[src/core/dma_pkg.sv]
// Behaviour
// queued commands may complete out of order; the queue always runs them one at a time in queue order
// store copies local bytes to main storage
// store-and-start only from proxy; starts processor
// cache-injection stores carry level-two hint
// fenced store waits for earlier same-tag commands
// barrier holds itself and later same-tag commands
// size register is byte count or list length
// low address is main address or list pointer
// list elements fetched from local storage
// missing upper address uses default value
// issuer supplies class, tag, size, addresses
// undefined or misrouted opcode rejected with error
package dma_pkg;
	// ****************************************
	// register byte offsets
	// ****************************************
	localparam logic [7:0] OFF_CLASS = 8'h00;
	localparam logic [7:0] OFF_TAG = 8'h04;
	localparam logic [7:0] OFF_SIZE = 8'h08;
	localparam logic [7:0] OFF_LSA = 8'h0c;
	localparam logic [7:0] OFF_EAH = 8'h10;
	localparam logic [7:0] OFF_EAL = 8'h14;
	localparam logic [7:0] OFF_CMD_CHAN = 8'h18;
	localparam logic [7:0] OFF_CMD_PROXY = 8'h1c;
	localparam logic [7:0] OFF_STATUS = 8'h20;
	localparam logic [7:0] OFF_TAGS = 8'h24;
	localparam logic [7:0] OFF_DEF_EAH = 8'h28;
	// ****************************************
	// status fields and reset values
	// ****************************************
	localparam int ST_BUSY = 0;
	localparam int ST_FULL = 1;
	localparam int ST_ERR = 2;
	localparam int ST_CNT = 8;
	localparam logic [31:0] DEF_EAH_RST = 32'h0000_0000;
	// ****************************************
	// command flag positions, list element layout and word size
	// ****************************************
	localparam int F_BARRIER = 0;
	localparam int F_FENCE = 1;
	localparam int F_LIST = 2;
	localparam int F_START = 3;
	localparam int F_HINT = 4;
	localparam int ELEM_SHIFT = 3;
	localparam logic [31:0] ELEM_ADR_OFS = 32'h0000_0004;
	localparam logic [31:0] ELEM_BYTES = 32'h0000_0008;
	localparam logic [31:0] WORD_BYTES = 32'h0000_0004;
	// ****************************************
	// opcodes
	// ****************************************
	localparam logic [15:0] OP_STORE = 16'h0020;
	localparam logic [15:0] OP_STORE_B = 16'h0021;
	localparam logic [15:0] OP_STORE_F = 16'h0022;
	localparam logic [15:0] OP_STORE_L = 16'h0024;
	localparam logic [15:0] OP_STORE_LB = 16'h0025;
	localparam logic [15:0] OP_STORE_LF = 16'h0026;
	localparam logic [15:0] OP_START = 16'h0028;
	localparam logic [15:0] OP_START_B = 16'h0029;
	localparam logic [15:0] OP_START_F = 16'h002a;
	localparam logic [15:0] OP_HINT = 16'h0030;
	localparam logic [15:0] OP_HINT_B = 16'h0031;
	localparam logic [15:0] OP_HINT_F = 16'h0032;
	localparam logic [15:0] OP_HINT_L = 16'h0034;
	localparam logic [15:0] OP_HINT_LB = 16'h0035;
	localparam logic [15:0] OP_HINT_LF = 16'h0036;
	typedef enum logic [2:0] {
		S_IDLE = 3'b000,
		S_FETCH_CNT = 3'b001,
		S_FETCH_ADR = 3'b011,
		S_READ = 3'b010,
		S_WRITE = 3'b110
	} mover_state_t;
endpackage

[src/core/dma_put_queue.sv]
`timescale 1ns/1ps
module dma_put_queue #(
	parameter int QDEPTH = 4
) (
	input wire logic pclk,
	input wire logic presetn,
	input wire logic [7:0] paddr,
	input wire logic psel,
	input wire logic penable,
	input wire logic pwrite,
	input wire logic [31:0] pwdata,
	output logic [31:0] prdata,
	output logic pready,
	output logic pslverr,
	output logic [31:0] ls_addr,
	output logic ls_rd,
	input wire logic [31:0] ls_rdata,
	input wire logic ls_rvalid,
	output logic [63:0] ms_addr,
	output logic [31:0] ms_wdata,
	output logic ms_wr,
	input wire logic ms_ready,
	output logic ms_hint,
	output logic [7:0] ms_class,
	output logic processor_start
);
	localparam int IW = (QDEPTH > 1) ? $clog2(QDEPTH) : 1;
	localparam logic [IW:0] QFULL = (IW + 1)'(QDEPTH);

	// ****************************************
	// parameter registers
	// ****************************************
	logic [7:0] class_reg;
	logic [4:0] tag_reg;
	logic [31:0] size_reg;
	logic [31:0] lsa_reg;
	logic [31:0] eah_reg;
	logic eah_given_reg;
	logic [31:0] eal_reg;
	logic [31:0] def_eah_reg;
	logic err_reg;

	logic pready_reg;
	logic [31:0] prdata_reg;
	logic pslverr_reg;

	// ****************************************
	// queue storage
	// ****************************************
	logic [7:0] q_class [QDEPTH];
	logic [4:0] q_tag [QDEPTH];
	logic [31:0] q_size [QDEPTH];
	logic [31:0] q_lsa [QDEPTH];
	logic [63:0] q_ea [QDEPTH];
	logic [4:0] q_flag [QDEPTH];
	logic [IW:0] count_reg;
	logic active_reg;
	logic [IW-1:0] active_idx_reg;
	logic go_reg;
	logic start_reg;

	logic mover_busy;
	logic mover_done;
	logic op_legal;
	logic [4:0] op_flags;
	logic is_cmd;
	logic from_proxy;
	logic wr_fire;
	logic enq;
	logic full;
	logic found;
	logic [IW-1:0] pick;
	logic blk;
	logic [31:0] pending_tags;
	logic [31:0] rd_data;
	logic rd_ok;
	logic wr_ok;
	logic [IW:0] wr_idx;

	assign full = count_reg == QFULL;
	assign from_proxy = paddr == dma_pkg::OFF_CMD_PROXY;
	assign is_cmd = (paddr == dma_pkg::OFF_CMD_CHAN) || from_proxy;
	assign wr_fire = psel && penable && pready_reg && pwrite;
	assign enq = wr_fire && is_cmd && op_legal && !full;
	assign wr_idx = count_reg - {{IW{1'b0}}, mover_done};

	command_decode u_decode (
		.opcode(pwdata[15:0]),
		.from_proxy(from_proxy),
		.legal(op_legal),
		.flags(op_flags)
	);

	// ****************************************
	// ordering and selection
	// ****************************************
	// oldest entry not held back by a fence or barrier wins; entry 0 never is, so entries launch in queue order
	always_comb begin
		found = 1'b0;
		pick = '0;
		blk = 1'b0;
		for (int i = 0; i < QDEPTH; i++) begin
			blk = 1'b0;
			for (int j = 0; j < i; j++) begin
				if (q_tag[j] == q_tag[i] && q_flag[i][dma_pkg::F_FENCE]) blk = 1'b1;
				if (q_tag[j] == q_tag[i] && q_flag[i][dma_pkg::F_BARRIER]) blk = 1'b1;
				if (q_tag[j] == q_tag[i] && q_flag[j][dma_pkg::F_BARRIER]) blk = 1'b1;
			end
			if (!found && ((IW + 1)'(i) < count_reg) && !blk) begin
				found = 1'b1;
				pick = IW'(i);
			end
		end
	end

	always_comb begin
		pending_tags = 32'h0;
		for (int i = 0; i < QDEPTH; i++) begin
			if ((IW + 1)'(i) < count_reg) pending_tags[q_tag[i]] = 1'b1;
		end
	end

	// ****************************************
	// launch and completion
	// ****************************************
	always_ff @(posedge pclk or negedge presetn) begin
		if (!presetn) begin
			active_reg <= 1'b0;
			active_idx_reg <= '0;
			go_reg <= 1'b0;
		end else begin
			go_reg <= 1'b0;
			if (mover_done) begin
				active_reg <= 1'b0;
			end else if (!active_reg && found && !mover_busy) begin
				active_reg <= 1'b1;
				active_idx_reg <= pick;
				go_reg <= 1'b1;
			end
		end
	end

	always_ff @(posedge pclk or negedge presetn) begin
		if (!presetn) begin
			start_reg <= 1'b0;
		end else begin
			start_reg <= mover_done && q_flag[active_idx_reg][dma_pkg::F_START];
		end
	end

	always_ff @(posedge pclk or negedge presetn) begin
		if (!presetn) begin
			count_reg <= '0;
		end else begin
			count_reg <= wr_idx + {{IW{1'b0}}, enq};
		end
	end

	// entries above the finished one move down, new entry lands on top
	always_ff @(posedge pclk) begin
		if (mover_done) begin
			for (int i = 0; i < QDEPTH - 1; i++) begin
				if (IW'(i) >= active_idx_reg) begin
					q_class[i] <= q_class[i + 1];
					q_tag[i] <= q_tag[i + 1];
					q_size[i] <= q_size[i + 1];
					q_lsa[i] <= q_lsa[i + 1];
					q_ea[i] <= q_ea[i + 1];
					q_flag[i] <= q_flag[i + 1];
				end
			end
		end
		if (enq) begin
			q_class[wr_idx[IW-1:0]] <= class_reg;
			q_tag[wr_idx[IW-1:0]] <= tag_reg;
			q_size[wr_idx[IW-1:0]] <= size_reg;
			q_lsa[wr_idx[IW-1:0]] <= lsa_reg;
			q_ea[wr_idx[IW-1:0]] <= {eah_given_reg ? eah_reg : def_eah_reg, eal_reg};
			q_flag[wr_idx[IW-1:0]] <= op_flags;
		end
	end

	put_mover u_mover (
		.pclk(pclk),
		.presetn(presetn),
		.go(go_reg),
		.is_list(q_flag[active_idx_reg][dma_pkg::F_LIST]),
		.local_address(q_lsa[active_idx_reg]),
		.ea(q_ea[active_idx_reg]),
		.size(q_size[active_idx_reg]),
		.class_in(q_class[active_idx_reg]),
		.hint(q_flag[active_idx_reg][dma_pkg::F_HINT]),
		.busy(mover_busy),
		.done(mover_done),
		.ls_addr(ls_addr),
		.ls_rd(ls_rd),
		.ls_rdata(ls_rdata),
		.ls_rvalid(ls_rvalid),
		.ms_addr(ms_addr),
		.ms_wdata(ms_wdata),
		.ms_wr(ms_wr),
		.ms_ready(ms_ready),
		.ms_hint(ms_hint),
		.ms_class(ms_class)
	);

	// ****************************************
	// register writes
	// ****************************************
	always_ff @(posedge pclk or negedge presetn) begin
		if (!presetn) begin
			class_reg <= 8'h00;
			tag_reg <= 5'h00;
			size_reg <= 32'h0;
			lsa_reg <= 32'h0;
			eah_reg <= 32'h0;
			eal_reg <= 32'h0;
			def_eah_reg <= dma_pkg::DEF_EAH_RST;
		end else if (wr_fire) begin
			unique case (paddr)
				dma_pkg::OFF_CLASS: class_reg <= pwdata[7:0];
				dma_pkg::OFF_TAG: tag_reg <= pwdata[4:0];
				dma_pkg::OFF_SIZE: size_reg <= pwdata;
				dma_pkg::OFF_LSA: lsa_reg <= pwdata;
				dma_pkg::OFF_EAH: eah_reg <= pwdata;
				dma_pkg::OFF_EAL: eal_reg <= pwdata;
				dma_pkg::OFF_DEF_EAH: def_eah_reg <= pwdata;
				default: ;
			endcase
		end
	end

	// upper address counts as given only until the next command uses it
	always_ff @(posedge pclk or negedge presetn) begin
		if (!presetn) begin
			eah_given_reg <= 1'b0;
		end else if (wr_fire && paddr == dma_pkg::OFF_EAH) begin
			eah_given_reg <= 1'b1;
		end else if (enq) begin
			eah_given_reg <= 1'b0;
		end
	end

	// bad opcode or full queue sets the error; the set beats a clear
	always_ff @(posedge pclk or negedge presetn) begin
		if (!presetn) begin
			err_reg <= 1'b0;
		end else if (wr_fire && is_cmd && (!op_legal || full)) begin
			err_reg <= 1'b1;
		end else if (wr_fire && paddr == dma_pkg::OFF_STATUS && pwdata[dma_pkg::ST_ERR]) begin
			err_reg <= 1'b0;
		end
	end

	// ****************************************
	// apb read and answer
	// ****************************************
	always_comb begin
		rd_data = 32'h0;
		rd_ok = 1'b1;
		wr_ok = 1'b1;
		unique case (paddr)
			dma_pkg::OFF_CLASS: rd_data = {24'h0, class_reg};
			dma_pkg::OFF_TAG: rd_data = {27'h0, tag_reg};
			dma_pkg::OFF_SIZE: rd_data = size_reg;
			dma_pkg::OFF_LSA: rd_data = lsa_reg;
			dma_pkg::OFF_EAH: rd_data = eah_reg;
			dma_pkg::OFF_EAL: rd_data = eal_reg;
			dma_pkg::OFF_DEF_EAH: rd_data = def_eah_reg;
			dma_pkg::OFF_CMD_CHAN, dma_pkg::OFF_CMD_PROXY: begin
				rd_data = 32'h0;
				wr_ok = op_legal && !full;
			end
			dma_pkg::OFF_STATUS: begin
				rd_data[dma_pkg::ST_BUSY] = active_reg;
				rd_data[dma_pkg::ST_FULL] = full;
				rd_data[dma_pkg::ST_ERR] = err_reg;
				rd_data[dma_pkg::ST_CNT +: IW + 1] = count_reg;
			end
			dma_pkg::OFF_TAGS: begin
				rd_data = pending_tags;
				wr_ok = 1'b0;
			end
			default: begin
				rd_ok = 1'b0;
				wr_ok = 1'b0;
			end
		endcase
	end

	always_ff @(posedge pclk or negedge presetn) begin
		if (!presetn) begin
			pready_reg <= 1'b0;
			prdata_reg <= 32'h0;
			pslverr_reg <= 1'b0;
		end else begin
			pready_reg <= psel && penable && !pready_reg;
			if (psel && penable && !pready_reg) begin
				prdata_reg <= pwrite ? 32'h0 : rd_data;
				pslverr_reg <= pwrite ? !wr_ok : !rd_ok;
			end else begin
				pslverr_reg <= 1'b0;
			end
		end
	end

	assign prdata = prdata_reg;
	assign pready = pready_reg;
	assign pslverr = pslverr_reg;
	assign processor_start = start_reg;
endmodule

[src/core/command_decode.sv]
`timescale 1ns/1ps
module command_decode (
	input wire logic [15:0] opcode,
	input wire logic from_proxy,
	output logic legal,
	output logic [4:0] flags
);
	logic known;
	always_comb begin
		unique case (opcode)
			dma_pkg::OP_STORE, dma_pkg::OP_STORE_B, dma_pkg::OP_STORE_F,
			dma_pkg::OP_STORE_L, dma_pkg::OP_STORE_LB, dma_pkg::OP_STORE_LF,
			dma_pkg::OP_START, dma_pkg::OP_START_B, dma_pkg::OP_START_F,
			dma_pkg::OP_HINT, dma_pkg::OP_HINT_B, dma_pkg::OP_HINT_F,
			dma_pkg::OP_HINT_L, dma_pkg::OP_HINT_LB, dma_pkg::OP_HINT_LF: known = 1'b1;
			default: known = 1'b0;
		endcase
	end
	// modifier bits of the opcode give barrier, fence, list, start and hint
	assign flags = opcode[4:0];
	// start variants proxy only, list variants channel only
	assign legal = known && !(flags[dma_pkg::F_START] && !from_proxy)
		&& !(flags[dma_pkg::F_LIST] && from_proxy);
endmodule

[src/core/put_mover.sv]
`timescale 1ns/1ps
module put_mover (
	input wire logic pclk,
	input wire logic presetn,
	input wire logic go,
	input wire logic is_list,
	input wire logic [31:0] local_address,
	input wire logic [63:0] ea,
	input wire logic [31:0] size,
	input wire logic [7:0] class_in,
	input wire logic hint,
	output logic busy,
	output logic done,
	output logic [31:0] ls_addr,
	output logic ls_rd,
	input wire logic [31:0] ls_rdata,
	input wire logic ls_rvalid,
	output logic [63:0] ms_addr,
	output logic [31:0] ms_wdata,
	output logic ms_wr,
	input wire logic ms_ready,
	output logic ms_hint,
	output logic [7:0] ms_class
);
	dma_pkg::mover_state_t state;
	logic wait_r;
	logic list_mode;
	logic [31:0] words;
	logic [31:0] elems;
	logic [31:0] list_ptr;
	logic [31:0] lsa_r;
	logic [63:0] ea_r;
	logic [31:0] ea_hi;

	function automatic logic [31:0] word_count(input logic [31:0] bytes);
		logic [32:0] sum;
		sum = {1'b0, bytes} + 33'h0_0000_0003;
		return {1'b0, sum[32:2]};
	endfunction

	assign busy = state != dma_pkg::S_IDLE;

	always_ff @(posedge pclk or negedge presetn) begin
		if (!presetn) begin
			state <= dma_pkg::S_IDLE;
			wait_r <= 1'b0;
			list_mode <= 1'b0;
			words <= 32'h0;
			elems <= 32'h0;
			list_ptr <= 32'h0;
			lsa_r <= 32'h0;
			ea_r <= 64'h0;
			ea_hi <= 32'h0;
			done <= 1'b0;
			ls_addr <= 32'h0;
			ls_rd <= 1'b0;
			ms_addr <= 64'h0;
			ms_wdata <= 32'h0;
			ms_wr <= 1'b0;
			ms_hint <= 1'b0;
			ms_class <= 8'h00;
		end else begin
			done <= 1'b0;
			ls_rd <= 1'b0;
			unique case (state)
				dma_pkg::S_IDLE: begin
					if (go) begin
						ms_hint <= hint;
						ms_class <= class_in;
						ea_hi <= ea[63:32];
						lsa_r <= local_address;
						list_mode <= is_list;
						if (is_list) begin
							list_ptr <= ea[31:0];
							elems <= size >> dma_pkg::ELEM_SHIFT;
							words <= 32'h0;
							state <= dma_pkg::S_FETCH_CNT;
						end else begin
							ea_r <= ea;
							words <= word_count(size);
							state <= dma_pkg::S_READ;
						end
					end
				end
				dma_pkg::S_FETCH_CNT: begin
					if (elems == 32'h0) begin
						done <= 1'b1;
						state <= dma_pkg::S_IDLE;
					end else if (!wait_r) begin
						ls_addr <= list_ptr;
						ls_rd <= 1'b1;
						wait_r <= 1'b1;
					end else if (ls_rvalid) begin
						wait_r <= 1'b0;
						words <= word_count(ls_rdata);
						state <= dma_pkg::S_FETCH_ADR;
					end
				end
				dma_pkg::S_FETCH_ADR: begin
					if (!wait_r) begin
						ls_addr <= list_ptr + dma_pkg::ELEM_ADR_OFS;
						ls_rd <= 1'b1;
						wait_r <= 1'b1;
					end else if (ls_rvalid) begin
						wait_r <= 1'b0;
						ea_r <= {ea_hi, ls_rdata};
						list_ptr <= list_ptr + dma_pkg::ELEM_BYTES;
						elems <= elems - 32'h1;
						state <= dma_pkg::S_READ;
					end
				end
				dma_pkg::S_READ: begin
					if (words == 32'h0) begin
						if (list_mode) begin
							state <= dma_pkg::S_FETCH_CNT;
						end else begin
							done <= 1'b1;
							state <= dma_pkg::S_IDLE;
						end
					end else if (!wait_r) begin
						ls_addr <= lsa_r;
						ls_rd <= 1'b1;
						wait_r <= 1'b1;
					end else if (ls_rvalid) begin
						wait_r <= 1'b0;
						ms_addr <= ea_r;
						ms_wdata <= ls_rdata;
						ms_wr <= 1'b1;
						state <= dma_pkg::S_WRITE;
					end
				end
				dma_pkg::S_WRITE: begin
					if (ms_ready) begin
						ms_wr <= 1'b0;
						lsa_r <= lsa_r + dma_pkg::WORD_BYTES;
						ea_r <= ea_r + {32'h0, dma_pkg::WORD_BYTES};
						words <= words - 32'h1;
						state <= dma_pkg::S_READ;
					end
				end
				default: state <= dma_pkg::S_IDLE;
			endcase
		end
	end
endmodule

[config.mk]
export PLATFORM = sky130hd
export DESIGN_NAME = dma_put_queue
export DESIGN_NICKNAME = d
export VERILOG_FILES = /design/src/core/dma_pkg.sv /design/src/core/dma_put_queue.sv /design/src/core/command_decode.sv /design/src/core/put_mover.sv
export SDC_FILE = /design/constraint.sdc
export NUM_CORES = 2
export LEC_CHECK = 0
export ABC_AREA = 1
export BUFFER_PORTS_ARGS = -buffer_cell sky130_fd_sc_hd__buf_2
export CAP_MARGIN = 25
export CELL_PAD_IN_SITES_DETAIL_PLACEMENT = 0
export CELL_PAD_IN_SITES_GLOBAL_PLACEMENT = 1
export CORE_ASPECT_RATIO = 1.75
export CORE_UTILIZATION = 46
export DETAILED_ROUTE_END_ITERATION = 10
export GPL_TIMING_DRIVEN = 0
export PLACE_DENSITY = 0.79
export SLEW_MARGIN = 20
export SYNTH_ARGS = -nofsm -noshare
export SYNTH_HDL_FRONTEND = slang
export SYNTH_SLANG_ARGS = --single-unit
export TNS_END_PERCENT = 30
[constraint.sdc]
create_clock -name pclk -period 41.8 [get_ports pclk]
set_clock_uncertainty 0.2 [all_clocks]
set_input_delay 8.36 -clock pclk [delete_from_list [all_inputs] [get_ports pclk]]
set_output_delay 8.36 -clock pclk [all_outputs]
set_load 0.02 [all_outputs]
# == Word-level counts from Yosys, hierarchy flattened ==
# Memory sizes are Yosys's and may differ from the RTL's. A register that Yosys moved wholly into a read port is not among the register bits.
# Cells that the tools add are included.
# word_totals
register_bits,578
ramBits,584
rom_bits,64
inputBits,79
output_inout_bits,174
word_cells,342
mem_count,7
# mem_list
name,words,width,read_ports,rd_clocked_by_memory_dff,wr,line_no,source
q_ea,4,64,4,0,4,dma_put_queue.sv:54,logic [63:0] q_ea [QDEPTH];
q_lsa,4,32,4,0,4,dma_put_queue.sv:53,logic [31:0] q_lsa [QDEPTH];
q_size,4,32,4,0,4,dma_put_queue.sv:52,logic [31:0] q_size [QDEPTH];
(name not given),64,1,1,0,0,command_decode.sv:10,unique case (opcode)
q_class,4,8,4,1,4,dma_put_queue.sv:50,logic [7:0] q_class [QDEPTH];
q_flag,4,5,5,0,4,dma_put_queue.sv:55,logic [4:0] q_flag [QDEPTH];
1 more memories,-,-,-,-,-,-,
# op_classes
n_addsub,10
n_lt_le_gt_ge,15
eq_ne,40
muxes,130
bitwise,5
n_reduce_logical,102
# ops
op,count
32-bit two-way mux,26
64-bit two-way mux,5
32-bit one-hot mux with 2 select lines,3
32-bit one-hot mux with 3 select lines,2
64-bit one-hot mux with 3 select lines,1
21-bit one-hot mux with 6 select lines,1
32-bit bitwise OR,3
"32-bit by 2-bit adder with 33-bit output, second input constant",2
1-bit two-way mux,65
"32-bit by 3-bit adder with 32-bit output, second input constant",2
"64-bit by 3-bit adder with 64-bit output, second input constant",1
32-bit zero test,2
"32-bit by 1-bit subtractor with 32-bit output, second input constant",2
1-bit logical AND,47
5-bit one-hot mux with 8 select lines,1
"32-bit by 4-bit adder with 32-bit output, second input constant",1
"8-bit by 5-bit equality test with 1-bit output, second input constant",4
31-bit two-way mux,1
5-bit equality test,6
3-bit two-way mux,10
3-bit one-hot mux with 9 select lines,1
"8-bit by 6-bit equality test with 1-bit output, second input constant",3
"5-bit by 6-bit < comparator with 1-bit output, second input constant",4
"2-bit != test, second input constant",11
38 further kinds,98

# == Logic depth before layout (Yosys ltp) ==
# An unclocked memory read counts as a cell.
# depth
depth_word,21
mapped_depth,17
mapped_depth_nobuf,15

# == By module ==
# Synthesis repeated with hierarchy kept, for this count alone.
# hier_totals
hier_cells,7905
area_unflattened_um2,61228.7
# modules_own_cells
module,instances,cells_per_inst,area_each_um2,seq_area_each_um2
dma_put_queue,1,4178,37204.4,22726.8
put_mover,1,3702,23907.9,9233.9
command_decode,1,25,116.4,0.0

# == Worst setup path before layout ==
# No wires, ideal clock.
# synth_path
path_type,input-to-reg
start,input port paddr[7]
end,memory q_class[3][0] (enable)
setup_ns,1.000
arrival_ns,22.545
required_ns,40.600
slack_ns,18.054
path_stages,7
n_path_buf,0
cell_sequence,nor2_2 -> nand3_1 -> inv_2 -> nand3_1 -> nand2_1 -> nand4_2 -> nor4_1
# synth_lines
element,line_no,source
start: declaration,dma_put_queue.sv:7,"input wire logic [7:0] paddr,"
end: declaration,dma_put_queue.sv:50,

==> impl_metrics.tcl <==
set metrics [dict create \
    place_congestion 1.06 \
    top_regs "q_ea: 256 flops, q_lsa: 128 flops, q_size: 128 flops" \
    critPathLaunchType "input pin" \
    seq_area_um2 32000 \
    core_area_um2 133000 \
    rr_endpoint "q_lsa[2][17]" \
    placed_area_um2 66000 \
    clock_path_buffers 3 \
    hold_violations 0 \
    crit_family "buffers and inverters" \
    busiest_layer "met2" \
    min_from "pready" \
    drive_gt1_frac 0.104 \
    gr-usage-met3 0.0898 \
    arrival_ns 12.24 \
    ys_seq_elements 1162 \
    antenna_found_initial 20 \
    slowest_stage "buf_2" \
    multiInputGateArea_um2 24900 \
    num_vias 60600 \
    nFillCells 13200 \
    die_y_um 486 \
    top_register "q_ea" \
    r2r_start "pready" \
    seq_area_frac_synth 0.519 \
    initial_core_util 0.464 \
    drc 0 \
    critical_path_class "input pin to flip-flop" \
    slew_violations 0 \
    max_slew.worst_pin.slew_ns 1.26 \
    dp_hpwl_mm 244 \
    syn_to_final_growth_pct 13.6 \
    cp_max_fo 42 \
    grt_usage 0.455 \
    cts_hold_buf 0 \
    first_pass_iters 6 \
    worstSkewPairLatency_ns 0.79 \
    synth_edf_count 576 \
    critical_path_required_ns 42.06 \
    cts_resized 0 \
    htreeDepth 3 \
    wl_per_cell_um 31.4 \
    ys.flop_type "dfrtp_1" \
    drt-total-wl_mm 312 \
    path_cells "buf_2, inv_1, nand4_1, a21oi_1, nand2_1, nor2_1, nand3_1, nor2_1, nand3_1, buf_2, buf_6, nand2_4, buf_12, buf_12, buf_16" \
    avgSynthCellArea_um2 8.03 \
    end_kind "flip-flop" \
    max_stage_delay_ns 0.47 \
    finalSetupTns_ns 0 \
    ys_types 62 \
    cap_violations 0 \
    viasPerCell 6.10 \
    fin_total_pwr_mw 3.84 \
    use_met1 0.442 \
    max_freq_mhz 83.5 \
    cts_made_buffers 112 \
    rr_worst_depth 11 \
    ir_drop_mv 0.0438 \
    drt_iter0_markers 7208 \
    synth_cells 7673 \
    grt_pass1_vias 58500 \
    p_per_area_nw_per_um2 54.9 \
    use_met2 0.759 \
    grt_pass1_wl_mm 432 \
    cts-root-buf "clkbuf_16" \
    setup_viol 0 \
    rsz0062_at_grt "no" \
    async_flop_share 0.504 \
    design.die.area_um2 135000 \
    whs_ns 0.270 \
    min_to "pready" \
    synth_nets 7763 \
    synthesis.area_um2 61600 \
    io_buffers 252 \
    largest_reg_flops 256 \
    fin_nets 8204 \
    design_area_um2 70000 \
    cts.sinks 1162 \
    critPathBufInv 7 \
    post-route-min-period_ns 11.98 \
    outcome "complete, no violations" \
    period_share 0.287 \
    hold_path_depth 1 \
    relSlewSlack 0.158 \
    pin_count 253 \
    synth_warnings 0 \
    grt_max_degree 93 \
    clkTransAtPathRegs_ns 0.07 \
    grt_remaining_overflow 0 \
    cts_tree "done" \
    die_w_um 279 \
    holdCritPathClass "flip-flop to flip-flop" \
    post_cts_buffers 0 \
    regToRegSetupSlack_ns 37.32 \
    p_leak_nw 30.4 \
    antenna_left 0 \
    rows 177 \
]
-- where the power goes --
group / total, mW / internal, mW / switching (mW) / leakage (nW)
registers: 1.51 / 1.36 / 0.155 / 13.0
logic: 1.23 / 0.329 / 0.906 / 15.5
clock network: 1.09 / 0.596 / 0.497 / 1.87
-- worst reg2reg max path: cells and delay by family (launching register included) --
family | cells | cell delay (ns)
and+or+nand+nor | 6 | 1.86
buffers and inverters | 5 | 1.67
DFF | 1 | 0.37
-- metal layers --
layer / part of all wire / up-vias
met1: 0.31 / 28900
met3: 0.078 / 1353
met4: 0.14 / 14
met2: 0.48 / 3656
met5: 0.00029 / -
li1: - / 26600
-- synth_stat cells, types with 119 or more instances --
master	instances	area share
nand2_1	2074	0.13
o21ai_0	931	0.076
nor2_1	747	0.046
inv_1	732	0.045
dfrtp_1	586	0.24
edfxtp_1	576	0.28
nand3_1	394	0.032
a21oi_1	386	0.031
clkbuf_1	165	0.010
buf_2	159	0.013
o21ai_1	133	0.011
o22ai_1	119	0.012
-- layout make-up --
type,instances,share of cell area
diodes,19,0.000679
multi-input cells,5366,0.356
clock buffers,162,0.0462
well taps,1700,0.0304
plain buffers,386,0.0283
inverters,759,0.0407
repair buffers,327,0.0325
clock inverters,49,0.00840
flip-flops and latches,1162,0.457
-- cell usage in the layout (no fill, tap or decap), types with 12 or more instances in the layout --
cell type / n
xor2_1: 57
inv_1: 732
nor2_1: 746
nor3_1: 108
a31oi_1: 17
o21ai_0: 928
a21oi_1: 385
o22ai_1: 116
inv_2: 24
clkbuf_16: 114
a21boi_1: 12
edfxtp_1: 576
nor4_1: 12
clkbuf_8: 19
buf_4: 26
dfrtp_1: 586
diode_2: 19
o221ai_1: 55
nand3_1: 394
a22oi_1: 34
clkinv_2: 22
buf_2: 435
o211ai_1: 27
nand4_1: 62
o21ai_1: 135
clkbuf_1: 182
a211oi_1: 20
nand2_2: 17
nor2_2: 31
buf_6: 49
buf_16: 17
nand2_1: 2073
-- cells by family after synthesis --
family                     after synthesis  share of synthesized area
AOI/OAI and AO/OA                     1801                      0.160
xor gates and xnor gates                61                    0.00867
adders and majority gates               11                    0.00223
buffers and inverters                 1145                     0.0781
DFF                                   1162                      0.519
muxes                                    2                   0.000366
and+or+nand+nor                       3491                      0.232
-- how the worst max path moves through the flow --
stage,end,from,cells after the start,slack [ns]
3_3_place_gp,q_lsa[3][27],pwdata[7],6,4.53
6_report,q_lsa[2][17],pwdata[7],15,29.82
5_1_grt,q_lsa[2][17],pwdata[9],15,29.80
4_1_cts,q_ea[2][16],pwdata[7],15,30.01
3_5_place_dp,q_lsa[2][13],pwdata[7],15,29.22
2_1_floorplan,q_class[3][0],paddr[7],7,18.05
-- per-stage QoR --
stage                util  cells  setup slack, ns
floorplan               -   7673            18.05
global placement    0.489   9625             4.53
detailed placement  0.497   9697            29.22
CTS                 0.526   9908            30.01
global route        0.526   9916            29.80
finish              0.527   9930            29.82
No activity file was read; power rests on OpenSTA's default activity.
